==> config.mk <==
export PLATFORM = sky130hd
export DESIGN_NAME = uart_rx_ring_error_status
export DESIGN_NICKNAME = d
export VERILOG_FILES = /design/src/hdl/ring_status_pkg.sv /design/src/hdl/slot_error_flags.sv /design/src/hdl/rx_ring_store.sv /design/src/hdl/uart_rx_ring_error_status.sv
export SDC_FILE = /design/constraint.sdc
export NUM_CORES = 1
export LEC_CHECK = 0
export ABC_AREA = 1
export BUFFER_PORTS_ARGS = -buffer_cell sky130_fd_sc_hd__buf_2
export CAP_MARGIN = 15
export CORE_MARGIN = 8
export CORE_UTILIZATION = 30
export CTS_BUF_LIST = sky130_fd_sc_hd__clkbuf_8
export CTS_CLUSTER_DIAMETER = 150
export DETAILED_ROUTE_END_ITERATION = 16
export PLACE_DENSITY = 0.59
export REMOVE_ABC_BUFFERS = 1
export SYNTH_ARGS = -nofsm -noshare
export SYNTH_HDL_FRONTEND = slang
export SYNTH_SLANG_ARGS = --single-unit
==> constraint.sdc <==
create_clock -name clock -period 2.35 [get_ports clock]
set_input_delay 0.3525 -clock clock [delete_from_list [all_inputs] [get_ports clock]]
set_output_delay 0.3525 -clock clock [all_outputs]
set_load 0.005 [all_outputs]
==> src/hdl/ring_status_pkg.sv <==
/*
 * Constants and carrier types shared by the ring receive status block.
 * Assumes a Wishbone register bus with 32-bit data and word-aligned registers.
 */
package ring_status_pkg;

   // register byte offsets
   localparam logic [7:0] OFS_CONTROL    = 8'h00;
   localparam logic [7:0] OFS_STATUS_ONE = 8'h04;
   localparam logic [7:0] OFS_STATUS_TWO = 8'h08;
   localparam logic [7:0] OFS_SLOT_ZERO  = 8'h0C;
   localparam logic [7:0] OFS_SLOT_ONE   = 8'h10;
   localparam logic [7:0] OFS_SLOT_TWO   = 8'h14;
   localparam logic [7:0] OFS_SLOT_THREE = 8'h18;
   localparam logic [7:0] OFS_FRAMING    = 8'h1C;

   // receive control register fields
   localparam int CTL_MULTIPROC_BIT   = 0;
   localparam int CTL_ADDR_SELECT_BIT = 2;
   localparam int CTL_RING_ENABLE_BIT = 3;
   localparam int CTL_PARITY_EN_BIT   = 5;
   localparam int CTL_EVEN_PARITY_BIT = 6;
   localparam int CTL_RX_ENABLE_BIT   = 7;
   localparam logic [7:0] CTL_RESET      = 8'h12;
   localparam logic [7:0] CTL_UNUSED_ONE = 8'h12;

   // status register fields
   localparam int ST1_SLOT_ONE_LSB   = 1;
   localparam int ST1_SLOT_TWO_LSB   = 5;
   localparam int ST2_SLOT_THREE_LSB = 1;
   localparam int ST2_POINTER_LSB    = 4;
   localparam logic [7:0] ST1_RESET      = 8'h11;
   localparam logic [7:0] ST1_UNUSED_ONE = 8'h11;
   localparam logic [7:0] ST2_RESET      = 8'hC1;
   localparam logic [7:0] ST2_UNUSED_ONE = 8'hC1;

   // flag order inside a three-bit slot group
   localparam int FLAG_OVERRUN   = 0;
   localparam int FLAG_PARITY    = 1;
   localparam int FLAG_MULTIPROC = 2;
   localparam logic [2:0] FLAGS_RESET = 3'h0;

   localparam logic [1:0] POINTER_RESET = 2'h0;

   typedef struct packed {
      logic [7:0] data;
      logic       parity_bit;
      logic       address_data_marker_bit;
      logic       stop_bit;
   } rx_frame_s;

   typedef struct packed {
      logic [7:0] mode;
      logic [7:0] status_one;
      logic [7:0] status_two;
   } ring_regs_s;

endpackage

==> src/hdl/slot_error_flags.sv <==
/*
 * Three sticky error flags (overrun, parity, multiprocessor) of one receive slot.
 * Assumes set and clear requests come from logic on the same clock.
 */
module slot_error_flags (
   input  wire logic       clock,     // system clock
   input  wire logic       reset,     // synchronous reset, active high
   input  wire logic       set_valid, // frame completed into this slot
   input  wire logic [2:0] set_flags, // errors seen on that frame
   input  wire logic       clr_valid, // software write to the group
   input  wire logic [2:0] clr_keep,  // written value, zero clears
   output logic      [2:0] flags_q    // sticky flags
);
   logic [2:0] keep_mask;
   logic [2:0] set_mask;
   logic [2:0] flags_d;

   assign keep_mask = clr_valid ? clr_keep : 3'h7;
   assign set_mask  = set_valid ? set_flags : 3'h0;
   // set term last so a same-cycle error survives the clear
   assign flags_d   = (flags_q & keep_mask) | set_mask;

   always_ff @(posedge clock) begin
      if (reset) flags_q <= ring_status_pkg::FLAGS_RESET;
      else       flags_q <= flags_d;
   end
endmodule

==> src/hdl/rx_ring_store.sv <==
/*
 * Four receive slots, their unread markers and the ring pointer.
 * Assumes write and read strobes are single-cycle and on the same clock.
 */
module rx_ring_store #(
   parameter int SLOTS  = 4, // ring depth
   parameter int DATA_W = 8  // frame data width
) (
   input  wire logic              clock,      // system clock
   input  wire logic              reset,      // synchronous reset, active high
   input  wire logic              ring_mode,  // ring enabled
   input  wire logic              wr_valid,   // completed frame to store
   input  wire logic [DATA_W-1:0] wr_data,    // frame data
   input  wire logic              rd_valid,   // cpu read of a slot
   input  wire logic [1:0]        rd_slot,    // slot being read
   output logic      [1:0]        target,     // slot the next frame enters
   output logic      [1:0]        pointer_q,  // ring pointer
   output logic      [SLOTS-1:0]  unread_q,   // slot holds unread data
   output logic      [DATA_W-1:0] slot_q [SLOTS] // slot contents
);
   // elaboration-time checks: the pointer and slot decode are two bits wide
   if (SLOTS != 4) $error("rx_ring_store serves exactly four slots");
   if (DATA_W < 1) $error("rx_ring_store needs a data width");

   logic [1:0]       pointer_d;
   logic [SLOTS-1:0] wr_hot;
   logic [SLOTS-1:0] rd_hot;

   function automatic logic [SLOTS-1:0] one_hot(input logic [1:0] idx);
      one_hot = {{(SLOTS-1){1'b0}}, 1'b1} << idx;
   endfunction

   // single-slot mode always lands in slot zero
   assign target    = ring_mode ? pointer_q : 2'h0;
   assign pointer_d = (wr_valid && ring_mode) ? pointer_q + 2'h1 : pointer_q;
   assign wr_hot    = wr_valid ? one_hot(target) : '0;
   assign rd_hot    = rd_valid ? one_hot(rd_slot) : '0;

   always_ff @(posedge clock) begin
      if (reset) pointer_q <= ring_status_pkg::POINTER_RESET;
      else       pointer_q <= pointer_d;
   end

   // a new frame marks the slot unread even if the same slot is read now
   always_ff @(posedge clock) begin
      if (reset) unread_q <= '0;
      else       unread_q <= (unread_q & ~rd_hot) | wr_hot;
   end

   // data is overwritten on overrun; slot contents are undefined after reset
   always_ff @(posedge clock) begin
      for (int i = 0; i < SLOTS; i++) begin
         if (wr_hot[i]) slot_q[i] <= wr_data;
      end
   end
endmodule

==> src/hdl/uart_rx_ring_error_status.sv <==
/*
 * Receive error status of slots one to three and ring pointer of a four-slot UART receiver,
 * with the receive control bits and slot contents, over a classic Wishbone slave.
 * Assumes the receive shifter runs on the same clock and pulses frame_done once
 * per completed frame; all four reset causes are merged into reset upstream.
 */
// The Wishbone interface to the registers and the register offsets were chosen for this implementation.
// Functional notes
// - first status register holds six flags, updated for slots only in ring mode
// - slot one frames update bits 1-3, slot two frames update bits 5-7
// - error flags are sticky; only a software write of zero clears them
// - clearing overrun while data is unread lets the next frame set it again
// - first status register resets to 11H
// - unread slot one on new frame sets overrun bit 1, data still overwritten
// - slot one parity mismatch sets bit 2
// - multiprocessor data receive with marker one sets slot one bit 3
// - slot two has the same three checks in bits 5, 6 and 7
// - slot three errors update second register bits 1-3, sticky
// - unread slot three on new frame sets its overrun bit 1, data loaded
// - slot three parity mismatch sets bit 2, marker error sets bit 3
// - second register bits 4 and 5 show the ring pointer, read-only
// - second status register resets to C1H
// - unimplemented register bits read as one
// - ring mode stores frames in slot order 0,1,2,3,0 with a ready pulse
// - one shared framing flag is set by any accepted frame with a zero stop bit
// - control bit 3 selects single-slot mode at zero, ring mode at one
module uart_rx_ring_error_status (
   input  wire logic                       clock,      // 40 MHz system clock
   input  wire logic                       reset,      // synchronous reset, active high
   input  wire logic                       wb_cyc_i,   // wishbone cycle
   input  wire logic                       wb_stb_i,   // wishbone strobe
   input  wire logic                       wb_we_i,    // wishbone write enable
   input  wire logic [7:0]                 wb_adr_i,   // wishbone byte address
   input  wire logic [3:0]                 wb_sel_i,   // wishbone byte selects
   input  wire logic [31:0]                wb_dat_i,   // wishbone write data
   output logic      [31:0]                wb_dat_o,   // wishbone read data
   output logic                            wb_ack_o,   // wishbone acknowledge
   input  wire logic                       frame_done, // one-cycle frame completion
   input  wire ring_status_pkg::rx_frame_s frame,      // completed frame fields
   output logic                            rx_ready_o  // receive ready pulse
);
   logic        ack_q;
   logic [31:0] rdata_q;
   logic        ready_q;
   logic [7:0]  control_q;
   logic [7:0]  control_d;
   logic        framing_q;
   logic        framing_d;

   logic [2:0]  flags_one;
   logic [2:0]  flags_two;
   logic [2:0]  flags_three;
   logic [1:0]  target;
   logic [1:0]  pointer_q;
   logic [3:0]  unread_q;
   logic [7:0]  slot_q [4];

   // bus request decode
   wire         req        = wb_cyc_i && wb_stb_i && !ack_q;
   wire         wr_req     = req && wb_we_i && wb_sel_i[0];
   wire         rd_req     = req && !wb_we_i;
   wire         hit_ctl    = (wb_adr_i == ring_status_pkg::OFS_CONTROL);
   wire         hit_st1    = (wb_adr_i == ring_status_pkg::OFS_STATUS_ONE);
   wire         hit_st2    = (wb_adr_i == ring_status_pkg::OFS_STATUS_TWO);
   wire         hit_s0     = (wb_adr_i == ring_status_pkg::OFS_SLOT_ZERO);
   wire         hit_s1     = (wb_adr_i == ring_status_pkg::OFS_SLOT_ONE);
   wire         hit_s2     = (wb_adr_i == ring_status_pkg::OFS_SLOT_TWO);
   wire         hit_s3     = (wb_adr_i == ring_status_pkg::OFS_SLOT_THREE);
   wire         hit_frm    = (wb_adr_i == ring_status_pkg::OFS_FRAMING);
   wire         hit_slot   = hit_s0 || hit_s1 || hit_s2 || hit_s3;
   wire [1:0]   rd_slot    = hit_s1 ? 2'h1 : hit_s2 ? 2'h2 : hit_s3 ? 2'h3 : 2'h0;
   wire [7:0]   wbyte      = wb_dat_i[7:0];

   // control bits
   wire ring_mode   = control_q[ring_status_pkg::CTL_RING_ENABLE_BIT];
   wire multiproc   = control_q[ring_status_pkg::CTL_MULTIPROC_BIT];
   wire addr_select = control_q[ring_status_pkg::CTL_ADDR_SELECT_BIT];
   wire parity_en   = control_q[ring_status_pkg::CTL_PARITY_EN_BIT];
   wire even_parity = control_q[ring_status_pkg::CTL_EVEN_PARITY_BIT];
   wire rx_enable   = control_q[ring_status_pkg::CTL_RX_ENABLE_BIT];

   function automatic logic parity_mismatch(input logic [7:0] data, input logic pbit,
                                            input logic even);
      // even parity: data plus parity bit holds an even number of ones
      parity_mismatch = (^{data, pbit}) != !even;
   endfunction

   // frame acceptance; an address frame while receiving data is kept and flagged,
   // a data frame while waiting for an address is ignored entirely
   wire ignored   = multiproc && addr_select && !frame.address_data_marker_bit;
   wire accept    = frame_done && rx_enable && !ignored;
   wire err_ovr   = unread_q[target];
   wire err_par   = parity_en && parity_mismatch(frame.data, frame.parity_bit,
                                                 even_parity);
   wire err_mp    = multiproc && !addr_select && frame.address_data_marker_bit;
   wire [2:0] err_flags = {err_mp, err_par, err_ovr};

   // slot status is recorded only while the ring is enabled
   wire set_one   = accept && ring_mode && (target == 2'h1);
   wire set_two   = accept && ring_mode && (target == 2'h2);
   wire set_three = accept && ring_mode && (target == 2'h3);

   wire wr_st1    = wr_req && hit_st1;
   wire wr_st2    = wr_req && hit_st2;
   wire slot_read = rd_req && hit_slot;

   // status views; pointer bits are never written
   wire [7:0] status_one = ring_status_pkg::ST1_UNUSED_ONE
                         | ({5'h00, flags_one} << ring_status_pkg::ST1_SLOT_ONE_LSB)
                         | ({5'h00, flags_two} << ring_status_pkg::ST1_SLOT_TWO_LSB);
   wire [7:0] status_two = ring_status_pkg::ST2_UNUSED_ONE
                         | ({5'h00, flags_three} << ring_status_pkg::ST2_SLOT_THREE_LSB)
                         | ({6'h00, pointer_q} << ring_status_pkg::ST2_POINTER_LSB);
   wire [7:0] control_view = control_q | ring_status_pkg::CTL_UNUSED_ONE;

   wire [7:0] rd_byte = hit_ctl  ? control_view :
                        hit_st1  ? status_one :
                        hit_st2  ? status_two :
                        hit_slot ? slot_q[rd_slot] :
                        hit_frm  ? {7'h7F, framing_q} : 8'h00;
   // unmapped reads answer zero, unmapped writes are dropped, both acknowledged
   wire [31:0] rd_word = (hit_ctl || hit_st1 || hit_st2 || hit_slot || hit_frm)
                       ? {24'hFFFFFF, rd_byte} : 32'h00000000;

   assign control_d = (wr_req && hit_ctl) ? (wbyte & ~ring_status_pkg::CTL_UNUSED_ONE)
                                          : control_q;
   // shared framing flag: sticky, write zero clears, set wins
   assign framing_d = ((wr_req && hit_frm) ? (framing_q & wbyte[0]) : framing_q)
                    | (accept && !frame.stop_bit);

   slot_error_flags u_flags_one (
      .clock     (clock),
      .reset     (reset),
      .set_valid (set_one),
      .set_flags (err_flags),
      .clr_valid (wr_st1),
      .clr_keep  (wbyte[ring_status_pkg::ST1_SLOT_ONE_LSB +: 3]),
      .flags_q   (flags_one)
   );

   slot_error_flags u_flags_two (
      .clock     (clock),
      .reset     (reset),
      .set_valid (set_two),
      .set_flags (err_flags),
      .clr_valid (wr_st1),
      .clr_keep  (wbyte[ring_status_pkg::ST1_SLOT_TWO_LSB +: 3]),
      .flags_q   (flags_two)
   );

   slot_error_flags u_flags_three (
      .clock     (clock),
      .reset     (reset),
      .set_valid (set_three),
      .set_flags (err_flags),
      .clr_valid (wr_st2),
      .clr_keep  (wbyte[ring_status_pkg::ST2_SLOT_THREE_LSB +: 3]),
      .flags_q   (flags_three)
   );

   rx_ring_store #(
      .SLOTS  (4),
      .DATA_W (8)
   ) u_store (
      .clock     (clock),
      .reset     (reset),
      .ring_mode (ring_mode),
      .wr_valid  (accept),
      .wr_data   (frame.data),
      .rd_valid  (slot_read),
      .rd_slot   (rd_slot),
      .target    (target),
      .pointer_q (pointer_q),
      .unread_q  (unread_q),
      .slot_q    (slot_q)
   );

   always_ff @(posedge clock) begin
      if (reset) begin
         control_q <= ring_status_pkg::CTL_RESET & ~ring_status_pkg::CTL_UNUSED_ONE;
         framing_q <= 1'b0;
      end else begin
         control_q <= control_d;
         framing_q <= framing_d;
      end
   end

   // answer one cycle after the request; ack drops the cycle after it rose
   always_ff @(posedge clock) begin
      if (reset) begin
         ack_q   <= 1'b0;
         rdata_q <= 32'h00000000;
      end else begin
         ack_q   <= req;
         rdata_q <= rd_req ? rd_word : rdata_q;
      end
   end

   always_ff @(posedge clock) begin
      if (reset) ready_q <= 1'b0;
      else       ready_q <= accept;
   end

   assign wb_ack_o   = ack_q;
   assign wb_dat_o   = rdata_q;
   assign rx_ready_o = ready_q;
endmodule

==> flow_metrics.tcl, run 1 <==
set metrics [dict create \
    die_y_um 120 \
    finalNonFillerCells 584 \
    finClkSkew_ns 0.00955 \
    ys_types 33 \
    pre_cts_slack_ns 0.333 \
    insertion_delay_ns 0.34 \
    drtIter0Drc 158 \
    synthMuxAreaShare_pct 0.307 \
    htree_levels 3 \
    io_pins 95 \
    cts_resized 0 \
    status "completed" \
    postCtsSetupRepairBufs 0 \
    r2r_cells 7 \
    grt_usage_pct 10.9 \
    gr-total-overflow 0 \
    ff_latch_area_um2 1620 \
    max_stage_delay_ns 0.36 \
    synth_warnings 0 \
    grt_pass1_vias 2589 \
    start_kind "flop" \
    synth-compound-area-share_pct 10.4 \
    detailed_place_hpwl_um 6000 \
    crit_path_max_fanout 9 \
    rsz0062_at_grt "false" \
    synth-xor-area-share_pct 2.15 \
    ctsHoldBuffers 0 \
    synthCells 385 \
    layout-drive-gt1-share_pct 25.9 \
    viasPerCell 4.54 \
    ys_seq_elements 65 \
    peakVddDrop_v 0.000358 \
    cts_sinks 65 \
    grt_pass1_wl_um 12500 \
    min_period_ns 1.80 \
    synth_edf_count 32 \
    synthFlopType "dfxtp_1" \
    port_buffers 66 \
    clock.fmax_mhz 556 \
    r2r_slack_ns 0.55 \
    placed_cells 568 \
    timing_hold_violations_final 0 \
    fin_crit_sh_pct 76.5 \
    hp-start "frame[0]" \
    syn_to_final_growth_pct 16.9 \
    setup_viol 0 \
    post_drt_wl_per_cell_um 13.5 \
    fillCellCount 1110 \
    dr.pass1.iters 4 \
    fin_util_pct 35.5 \
    grt_start_max_net_pins 26 \
    leakage_uw 0.00163 \
    min_delay_path_depth 2 \
    synth_top_family_by_area "simple AND/OR/NAND/NOR gates" \
    timing.rr.start "control_q[7]" \
    synth_top_area_share_pct 29.4 \
    rows 38 \
    yosys.area_share.adder_pct 0 \
    cp_top_family "simple AND/OR/NAND/NOR gates" \
    mostFrequentLayoutCell "nand2_1" \
    yosys.area_share.simple_pct 25.8 \
    mostFrequentLayoutCells "82 x nand2_1, 66 x buf_2, 40 x inv_1, 40 x nand3_1, 33 x dfxtp_1" \
    drc 0 \
    antenna_cells 0 \
    critical_path_required_ns 2.39 \
    end_kind "flop" \
    yosysSeqAreaShare_pct 49.7 \
    initial_utilization_pct 30.4 \
    gp_congestion 0.797 \
    path_clk_slew_ns 0.06 \
    maxCapViolCount 0 \
    route.vias.total 2654 \
    synth_top_area_cell "edfxtp_1" \
    syn-cell-area_um2 3260 \
    synthTopCellsByArea "edfxtp_1 29%, dfxtp_1 20%, nand2_1 9.4%" \
    cts_buffers 9 \
    final_antenna_net_count 0 \
    die_width_um 120 \
    slew-limit-headroom_pct 63.0 \
    clockBufferDepth 2 \
    setup_slack_ns 0.552 \
    crit_buf_inv 3 \
    cpMaxStageDelayCell "dfxtp_1" \
    p_per_area_nw_per_um2 610 \
    cp_cell_sequence "nand2_1 > a31oi_1 > inv_1 > nor2_1 > inv_1 > nor2_1 > buf_4" \
    syn_area_per_cell_um2 8.48 \
    dieArea_um2 14500 \
    cts_tree "done" \
    coreArea_um2 10700 \
    cp.arrival_ns 1.84 \
    setup_tns_ns 0 \
    nets 500 \
    synthArstFlopShare_pct 0 \
    path_depth 7 \
    hold_end "framing_q" \
    report.final.slew_viol_count 0 \
    routed_wl_um 7880 \
    multi_input_area_um2 1260 \
    timing.rr.end "u_store.slot_q[18]" \
    hold_class "input port to flop" \
    critical_path_class "flop to flop" \
    worst_pin_slew_ns 0.551 \
    cts_root_buf "clkbuf_8" \
    antenna_found_initial 0 \
]
==> worst max-delay path by stage <==
stage,from,end,slack [ns]
floorplan,frame_done,u_store.slot_q[10],0.54
global placement,wb_adr_i[5],wb_dat_o[6],0.35
detailed placement,wb_adr_i[5],wb_dat_o[0],0.33
CTS,control_q[7],u_store.slot_q[18],0.56
global route,control_q[7],u_store.unread_q[3],0.36
finish,control_q[7],u_store.slot_q[18],0.55
==> logic make-up after synthesis <==
logic type / Yosys count
muxes: 1
and+or+nand+nor: 178
DFF: 65
AOI/OAI and AO/OA: 59
buffers and inverters: 74
xor gates and xnor gates: 8
==> report_power, final <==
group	switching (uW)	total [uW]	leakage (uW)	internal, uW
logic	86.6	136	0.000967	49.8
registers	1.59	1190	0.000553	1190
clock network	415	1000	0.000112	589
==> flip-flops by register name, indices dropped and copies added (netlist names) <==
| name | cells |
|---|---|
| control_q | 6 |
| framing_q | 1 |
| rx_ready_o | 1 |
| u_flags_one.flags_q | 3 |
| u_flags_three.flags_q | 3 |
| u_flags_two.flags_q | 3 |
| u_store.pointer_q | 2 |
| u_store.slot_q | 32 |
| u_store.unread_q | 4 |
| wb_ack_o | 1 |
| wb_dat_o | 9 |
==> final cells by class <==
| type | count | area share (%) |
|---|---|---|
| sequential | 65 | 42.5 |
| clock buffer | 9 | 3.24 |
| clock inverter | 7 | 2.33 |
| timing repair buffer | 72 | 9.83 |
| multi-input combinational | 246 | 33.1 |
| inverter | 45 | 4.42 |
| tap | 140 | 4.59 |
==> cell usage after synthesis (2+ instances only) <==
| cell | count |
|---|---|
| nand2_1 | 82 |
| dfxtp_1 | 33 |
| o211ai_1 | 2 |
| a21oi_1 | 26 |
| nand2_2 | 6 |
| nor3_1 | 4 |
| inv_1 | 38 |
| xnor2_1 | 3 |
| nand2_4 | 3 |
| o21ai_0 | 19 |
| nor2_1 | 29 |
| a21oi_2 | 3 |
| xor2_1 | 5 |
| buf_4 | 25 |
| inv_2 | 6 |
| nand3b_1 | 4 |
| o21ai_2 | 2 |
| nor2_4 | 3 |
| nor2_2 | 3 |
| o32ai_1 | 4 |
| edfxtp_1 | 32 |
| nand3_1 | 40 |
| clkbuf_1 | 3 |
==> per-layer routing <==
layer / global-route usage (%) / vias up / wire [um]
li1: - / 1355 / -
met1: 11.9 / 1198 / 3240
met2: 18.7 / 88 / 3780
met3: 3.31 / 13 / 713
met4: 5.78 / 0 / 160
met5: 0 / - / 0
==> worst register-to-register path, stage by stage, from the launching register on <==
cell and delay (ns):
dfxtp_1 0.36, nand2_1 0.07, a31oi_1 0.14, inv_1 0.15, nor2_1 0.16, inv_1 0.08, nor2_1 0.27, buf_4 0.27
==> through the flow <==
stage / instance area, um^2 / hold slack, ns / total power [uW]
global placement: 3600 / 0.455 / 1350
finish: 3820 / 0.228 / 2330
detailed placement: 3600 / 0.455 / 1350
floorplan: 3050 / 0.415 / 1280
global route: 3820 / 0.240 / 2390
CTS: 3820 / 0.220 / 2340
(Power assumes the default switching activity.)
==> run 2, diff against run 1 <==
ABC_AREA = 0   (was 1)
clock period = 1.7 ns   (was 2.35 ns; I/O delays follow)
==> run 2 against run 1 <==
Hold slack got worse by 0.069 ns. Register-to-register slack worse by 0.42 ns. Non-clock buffer count grew 32. Sequential power increased by 38%. Critical path type is now input port to flop. Critical endpoint is now wb_dat_o[3]. Largest cell class unchanged. Highest routed layer is now met5.
==> flow_metrics.tcl, run 2 <==
set metrics [dict create \
    status "completed" \
    rsz0062_at_grt "false" \
    ctsHoldBuffers 0 \
    gr-total-overflow 0 \
    synth_top_area_share_pct 30.7 \
    end_kind "flop" \
    cpMaxStageDelayCell "or4_4" \
    io_pins 95 \
    crit_path_max_fanout 6 \
    yosysSeqAreaShare_pct 51.7 \
    htree_levels 3 \
    port_buffers 66 \
    gp_congestion 0.866 \
    finalPower_uw 3190 \
    placed_cells 513 \
    cts_tree "done" \
    timing_hold_violations_final 0 \
    mostFrequentLayoutCells "66 x buf_2, 35 x buf_4, 33 x dfxtp_1" \
    setup_viol 0 \
    maxCapViolCount 0 \
    dpl_cell_area_um2 3730 \
    ys_seq_elements 65 \
    coreArea_um2 10200 \
    synth_warnings 0 \
    syn_area_per_cell_um2 10.1 \
    grt_usage_pct 12.5 \
    die_y_um 118 \
    grt_start_max_net_pins 26 \
    insertion_delay_ns 0.34 \
    synthTopCellsByArea "edfxtp_1 31%, dfxtp_1 21%, buf_4 5.5%" \
    drc 0 \
    grt_pass1_wl_um 13900 \
    path_clk_slew_ns 0.08 \
    syn-cell-area_um2 3130 \
    power.switching_uw 758 \
    cts_sinks 65 \
    finalInstanceArea_um2 3930 \
    dieArea_um2 14000 \
    drtIter0Drc 125 \
    crit_buf_inv 1 \
    seq_power_share_pct 51.4 \
    ff_latch_area_um2 1620 \
    final_antenna_net_count 0 \
    hold_slack_ns 0.159 \
    antenna_cells 0 \
    nets 449 \
    initial_utilization_pct 30.6 \
    leakage_uw 0.00155 \
    internal-power_uw 2440 \
    fin_crit_sh_pct 93.2 \
    min_period_ns 1.58 \
    worst_pin_slew_ns 0.497 \
    syn_to_final_growth_pct 25.3 \
    clockBufferDepth 2 \
    setup_tns_ns 0 \
    cts_buffers 9 \
    p_comb_share_pct 8.2 \
    cp.arrival_ns 1.85 \
    mostFrequentLayoutCell "buf_2" \
    clock.fmax_mhz 631 \
    slew-limit-headroom_pct 66.8 \
    peakVddDrop_v 0.000343 \
    antenna_found_initial 1 \
    cp_top_family "simple AND/OR/NAND/NOR gates" \
    synthCells 310 \
    max_stage_delay_ns 0.55 \
    critical_path_required_ns 1.97 \
    critical_path_class "input port to flop" \
    die_width_um 118 \
    synth_most_common_cell "dfxtp_1" \
    synthArstFlopShare_pct 0 \
    finalNonFillerCells 529 \
    grt_pass1_vias 2700 \
    p_per_area_nw_per_um2 814 \
    detailed_place_hpwl_um 6480 \
    fillCellCount 1002 \
    critPathMostFrequentCell "a21oi_1" \
    rows 37 \
    p_sw_share_pct 23.7 \
    top_register "u_store.slot_q" \
    clkPwrFrac_pct 40.3 \
    route.vias.total 2583 \
    report.final.slew_viol_count 0 \
    layout-drive-gt1-share_pct 33.3 \
    cp_cell_sequence "buf_2 > or4_4 > or3_1 > a21oi_1 > a21oi_1 > a211oi_2" \
    hold_class "input port to flop" \
    cts_root_buf "clkbuf_8" \
    synth_top_area_cell "edfxtp_1" \
    routed_wl_um 8440 \
    synthFlopType "dfxtp_1" \
    synth_edf_count 32 \
    multi_input_area_um2 1250 \
    largest_reg_flops 32 \
    ys_types 53 \
    start_kind "input port" \
    finClkSkew_ns 0.00648 \
    viasPerCell 4.88 \
    synthTopCellsByCount "33 x dfxtp_1, 32 x edfxtp_1, 29 x nand2_1" \
    post_drt_wl_per_cell_um 16.0 \
    dr.pass1.iters 4 \
]
[run 2: cell types whose count changed after synthesis, moves of 5 or more]
| cell | previous run | this run |
|---|---|---|
| nor3b_1 | 0 | 5 |
| nor2_1 | 29 | 24 |
| inv_2 | 6 | 0 |
| nand3_1 | 40 | 5 |
| mux2i_1 | 1 | 12 |
| nand2_2 | 6 | 0 |
| inv_1 | 38 | 8 |
| nand2_1 | 82 | 29 |
| o22ai_1 | 0 | 6 |
[run 2: path summary, 6_finish.rpt]
check          startpoint                 to  slack [ns]  cells after the start
min              frame[6]  u_store.slot_q[3]        0.16                      1
max reg2reg  control_q[0]  u_store.slot_q[5]        0.13                      5
max           wb_adr_i[7]        wb_dat_o[3]        0.12                      6
min reg2reg   wb_dat_o[1]        wb_dat_o[1]        0.45                      2
[run 2: through the flow]
| step | util [%] | setup WS, ns |
|---|---|---|
| 2_1_floorplan | - | -0.158 |
| 3_3_place_gp | 36.4 | -0.226 |
| 3_5_place_dp | 36.4 | -0.225 |
| 4_1_cts | 38.3 | 0.0999 |
| 5_1_grt | 38.4 | 0.0251 |
| 6_report | 38.4 | 0.116 |
[run 2: final cells by class]
type	count	share of cell area, %
clock buffer	9	3.15
inverter	9	0.860
sequential	65	41.3
tap	136	4.33
multi-input combinational	199	31.9
timing repair buffer	104	16.6
clock inverter	7	1.82
[run 2: cell families (layout without fill, tap and decap cells)]
| family | after synthesis | count (layout) | share of synthesized area (%) |
|---|---|---|---|
| multiplexers | 16 | 16 | 5.27 |
| XOR/XNOR | 9 | 9 | 2.95 |
| AO/OA/AOI/OAI | 77 | 77 | 15.6 |
| AND/OR/NAND/NOR | 97 | 97 | 16.0 |
| flip-flops | 65 | 65 | 51.7 |
| buffers and inverters | 46 | 129 | 8.46 |
[run 2: power by group through the flow]
stage                     sequential, uW  clock (uW)  combinational, uW
final                               1640        1290                263
after global routing                1640        1370                285
after CTS                           1640        1320                264
after detailed placement            1680           0                263
after global placement              1680           0                260
after floorplan                     1680           0                101
[run 2: worst register-to-register path: stages, from the launching register on]
cell and delay (ns):
dfxtp_1 0.32, nand3b_1 0.12, nand3_2 0.14, or3_1 0.39, inv_1 0.16, buf_12 0.16
[run 2: routing by layer]
metal | global-route usage [%] | vias to the layer above | part of all wire [%]
li1 | - | 1261 | -
met1 | 14.6 | 1216 | 43
met2 | 20.0 | 91 | 47
met3 | 3.95 | 13 | 7.8
met4 | 6.81 | 2 | 2.2
met5 | 0 | - | 0.095
[run 2: repair_timing]
action | in CTS | in global routing
endpoints found under the setup margin | 0 | 8
buffers inserted | 0 | 0
gates resized for setup | 0 | 1
endpoints found under the hold margin | 0 | 0
==> run 3, diff against run 2 <==
SYNTH_HIERARCHICAL = 1   (was not set)
==> run 3 against run 2 <==
Global-route usage up 0.58 points. Synthesized cell count up 8.4%. Highest routed layer is now met4. Critical path type unchanged. Maximum frequency down 5.4%. Cell area up 6.0%. Combinational power up 13%. Largest power group unchanged. Critical endpoint is now u_store/unread_q[0]. Sequential power about the same. Sequential cell count unchanged. Area after synthesis up 6.3%.
==> flow_metrics.tcl, run 3 <==
set metrics [dict create \
    status "completed" \
    gp_congestion 0.841 \
    start_kind "input port" \
    yosys.area_share.simple_pct 20.8 \
    timing_hold_violations_final 0 \
    die_width_um 121 \
    synth_top_family_by_area "simple AND/OR/NAND/NOR gates" \
    top_usage_layer "met2" \
    grt_start_max_net_pins 27 \
    slew-limit-headroom_pct 65.8 \
    route.vias.total 2861 \
    mostFrequentLayoutCells "66 x buf_2, 46 x buf_4, 34 x nand2_1" \
    maxCapViolCount 0 \
    syn_area_per_cell_um2 9.92 \
    port_buffers 66 \
    drc 0 \
    yosys.area_share.adder_pct 0 \
    p_per_area_nw_per_um2 756 \
    drtIter0Drc 209 \
    synthTopCellsByCount "34 x nand2_1, 33 x dfxtp_1, 32 x edfxtp_1" \
    cts_root_buf "clkbuf_8" \
    synthCells 336 \
    ctsHoldBuffers 0 \
    yosysSeqAreaShare_pct 48.6 \
    gr-usage-met1_pct 17.5 \
    top_register "u_store/slot_q" \
    synthMuxAreaShare_pct 3.72 \
    timing.rr.start "wb_ack_o" \
    post_drt_wl_per_cell_um 16.6 \
    initial_utilization_pct 30.7 \
    cts_buffers 9 \
    synth-xor-area-share_pct 2.36 \
    grt_pass1_vias 2744 \
    synthArstFlopShare_pct 0 \
    synthFlopType "dfxtp_1" \
    coreArea_um2 10800 \
    synth_edf_count 32 \
    report.final.slew_viol_count 0 \
    gr-total-overflow 0 \
    grt_usage_pct 13.0 \
    hold_end "u_store/slot_q[5]" \
    pre_cts_slack_ns -0.384 \
    finalNonFillerCells 570 \
    worst_pin_slew_ns 0.513 \
    path_clk_slew_ns 0.08 \
    mostFrequentLayoutCell "buf_2" \
    rsz0062_at_grt "false" \
    peakVddDrop_v 0.000279 \
    io_pins 95 \
    hold_class "input port to flop" \
    dieArea_um2 14700 \
    end_kind "flop" \
    clockBufferDepth 2 \
    synth-compound-area-share_pct 17.0 \
    grt_pass1_wl_um 14900 \
    viasPerCell 5.02 \
    clock.fmax_mhz 597 \
    insertion_delay_ns 0.35 \
    r2r_cells 6 \
    synth_warnings 6 \
    cp.arrival_ns 1.91 \
    critical_path_required_ns 1.94 \
    finClkSkew_ns 0.0115 \
    antenna_found_initial 0 \
    setup_viol 0 \
    synth_top_area_cell "edfxtp_1" \
    grtUsageMet3_pct 3.35 \
    nets 486 \
    dr.pass1.iters 7 \
    r2r_slack_ns 0.08 \
    cts_sinks 65 \
    ys_seq_elements 65 \
    syn_to_final_growth_pct 24.8 \
    setup_slack_ns 0.0264 \
    cts_tree "done" \
    timing.rr.end "control_q[6]" \
    htree_levels 3 \
    leakage_uw 0.00157 \
    placed_cells 553 \
    critical_path_class "input port to flop" \
    final_antenna_net_count 0 \
    layout-drive-gt1-share_pct 32.8 \
    ys_types 60 \
    synthTopCellsByArea "edfxtp_1 29%, dfxtp_1 20%, buf_4 5.4%" \
    hp-start "frame[8]" \
    die_y_um 121 \
    synth_top_area_share_pct 28.8 \
    fillCellCount 1097 \
    grt_use_met2_pct 19.6 \
    min_delay_path_depth 1 \
    setup_tns_ns 0 \
    fin_crit_sh_pct 98.4 \
    rows 38 \
    antenna_cells 0 \
    detailed_place_hpwl_um 7190 \
    synth_most_common_cell "nand2_1" \
    syn-cell-area_um2 3330 \
    min_period_ns 1.67 \
    largest_reg_flops 32 \
    routed_wl_um 9450 \
    crit_path_max_fanout 2 \
]
-- run 3: repair_timing --
item                       in CTS  in global routing
setup endpoints to repair       1                  8
buffers inserted                0                  1
resized for setup               1                  1
hold endpoints to repair        0                  0
-- run 3: how the worst max path moves through the flow --
stage	startpoint	slack, ns	depth (start not counted)	endpoint
3_3_place_gp	wb_adr_i[1]	-0.32	6	u_store/unread_q[0]
4_1_cts	wb_adr_i[1]	0.05	6	u_store/unread_q[0]
3_5_place_dp	wb_adr_i[1]	-0.38	6	u_store/unread_q[0]
2_1_floorplan	wb_adr_i[1]	-0.44	5	u_store/unread_q[0]
6_report	wb_adr_i[1]	0.03	6	u_store/unread_q[0]
5_1_grt	wb_ack_o	0.005	6	control_q[0]
-- run 3: power breakdown --
group / leakage, uW / switching, uW / internal, uW
registers: 0.000554 / 1.38 / 1640
clock network: 0.0000880 / 670 / 539
logic: 0.000928 / 167 / 129
-- run 3: metrics by stage --
stage / total power, uW / instance area, um^2 / hold WS [ns] / util, %
3_3_place_gp: 1970 / 3970 / 0.434 / 36.6
2_1_floorplan: 1790 / 3110 / 0.324 / -
4_1_cts: 3180 / 4150 / 0.131 / 38.3
3_5_place_dp: 1970 / 3970 / 0.442 / 36.6
6_report: 3150 / 4160 / 0.142 / 38.4
5_1_grt: 3280 / 4160 / 0.123 / 38.4
-- run 3: cell families (layout without fill, tap and decap cells) --
family,after synthesis,in the layout
buffers and inverters,41,135
flip-flops,65,65
multiplexers,11,11
XOR/XNOR,9,9
AND/OR/NAND/NOR,127,127
AO/OA/AOI/OAI,83,83
-- run 3: area by class of cell --
cell class | instances | area [um^2] | area share [%]
clock inverter | 7 | 51.3 | 1.23
tap | 140 | 175 | 4.21
sequential | 65 | 1620 | 39.0
inverter | 6 | 22.5 | 0.541
timing repair buffer | 113 | 696 | 16.7
multi-input combinational | 230 | 1470 | 35.3
clock buffer | 9 | 124 | 2.98
-- run 3: routing by layer --
layer / vias up / wire length (um)
met5: - / 0
met2: 118 / 4150
met1: 1334 / 4310
met4: 0 / 148
met3: 12 / 838
li1: 1397 / -
-- run 3: worst max-delay path: stages --
cell and delay [ns]:
buf_2 0.10, or2_1 0.23, or4_1 0.48, a211oi_2 0.27, or3b_1 0.38, a32o_1 0.20
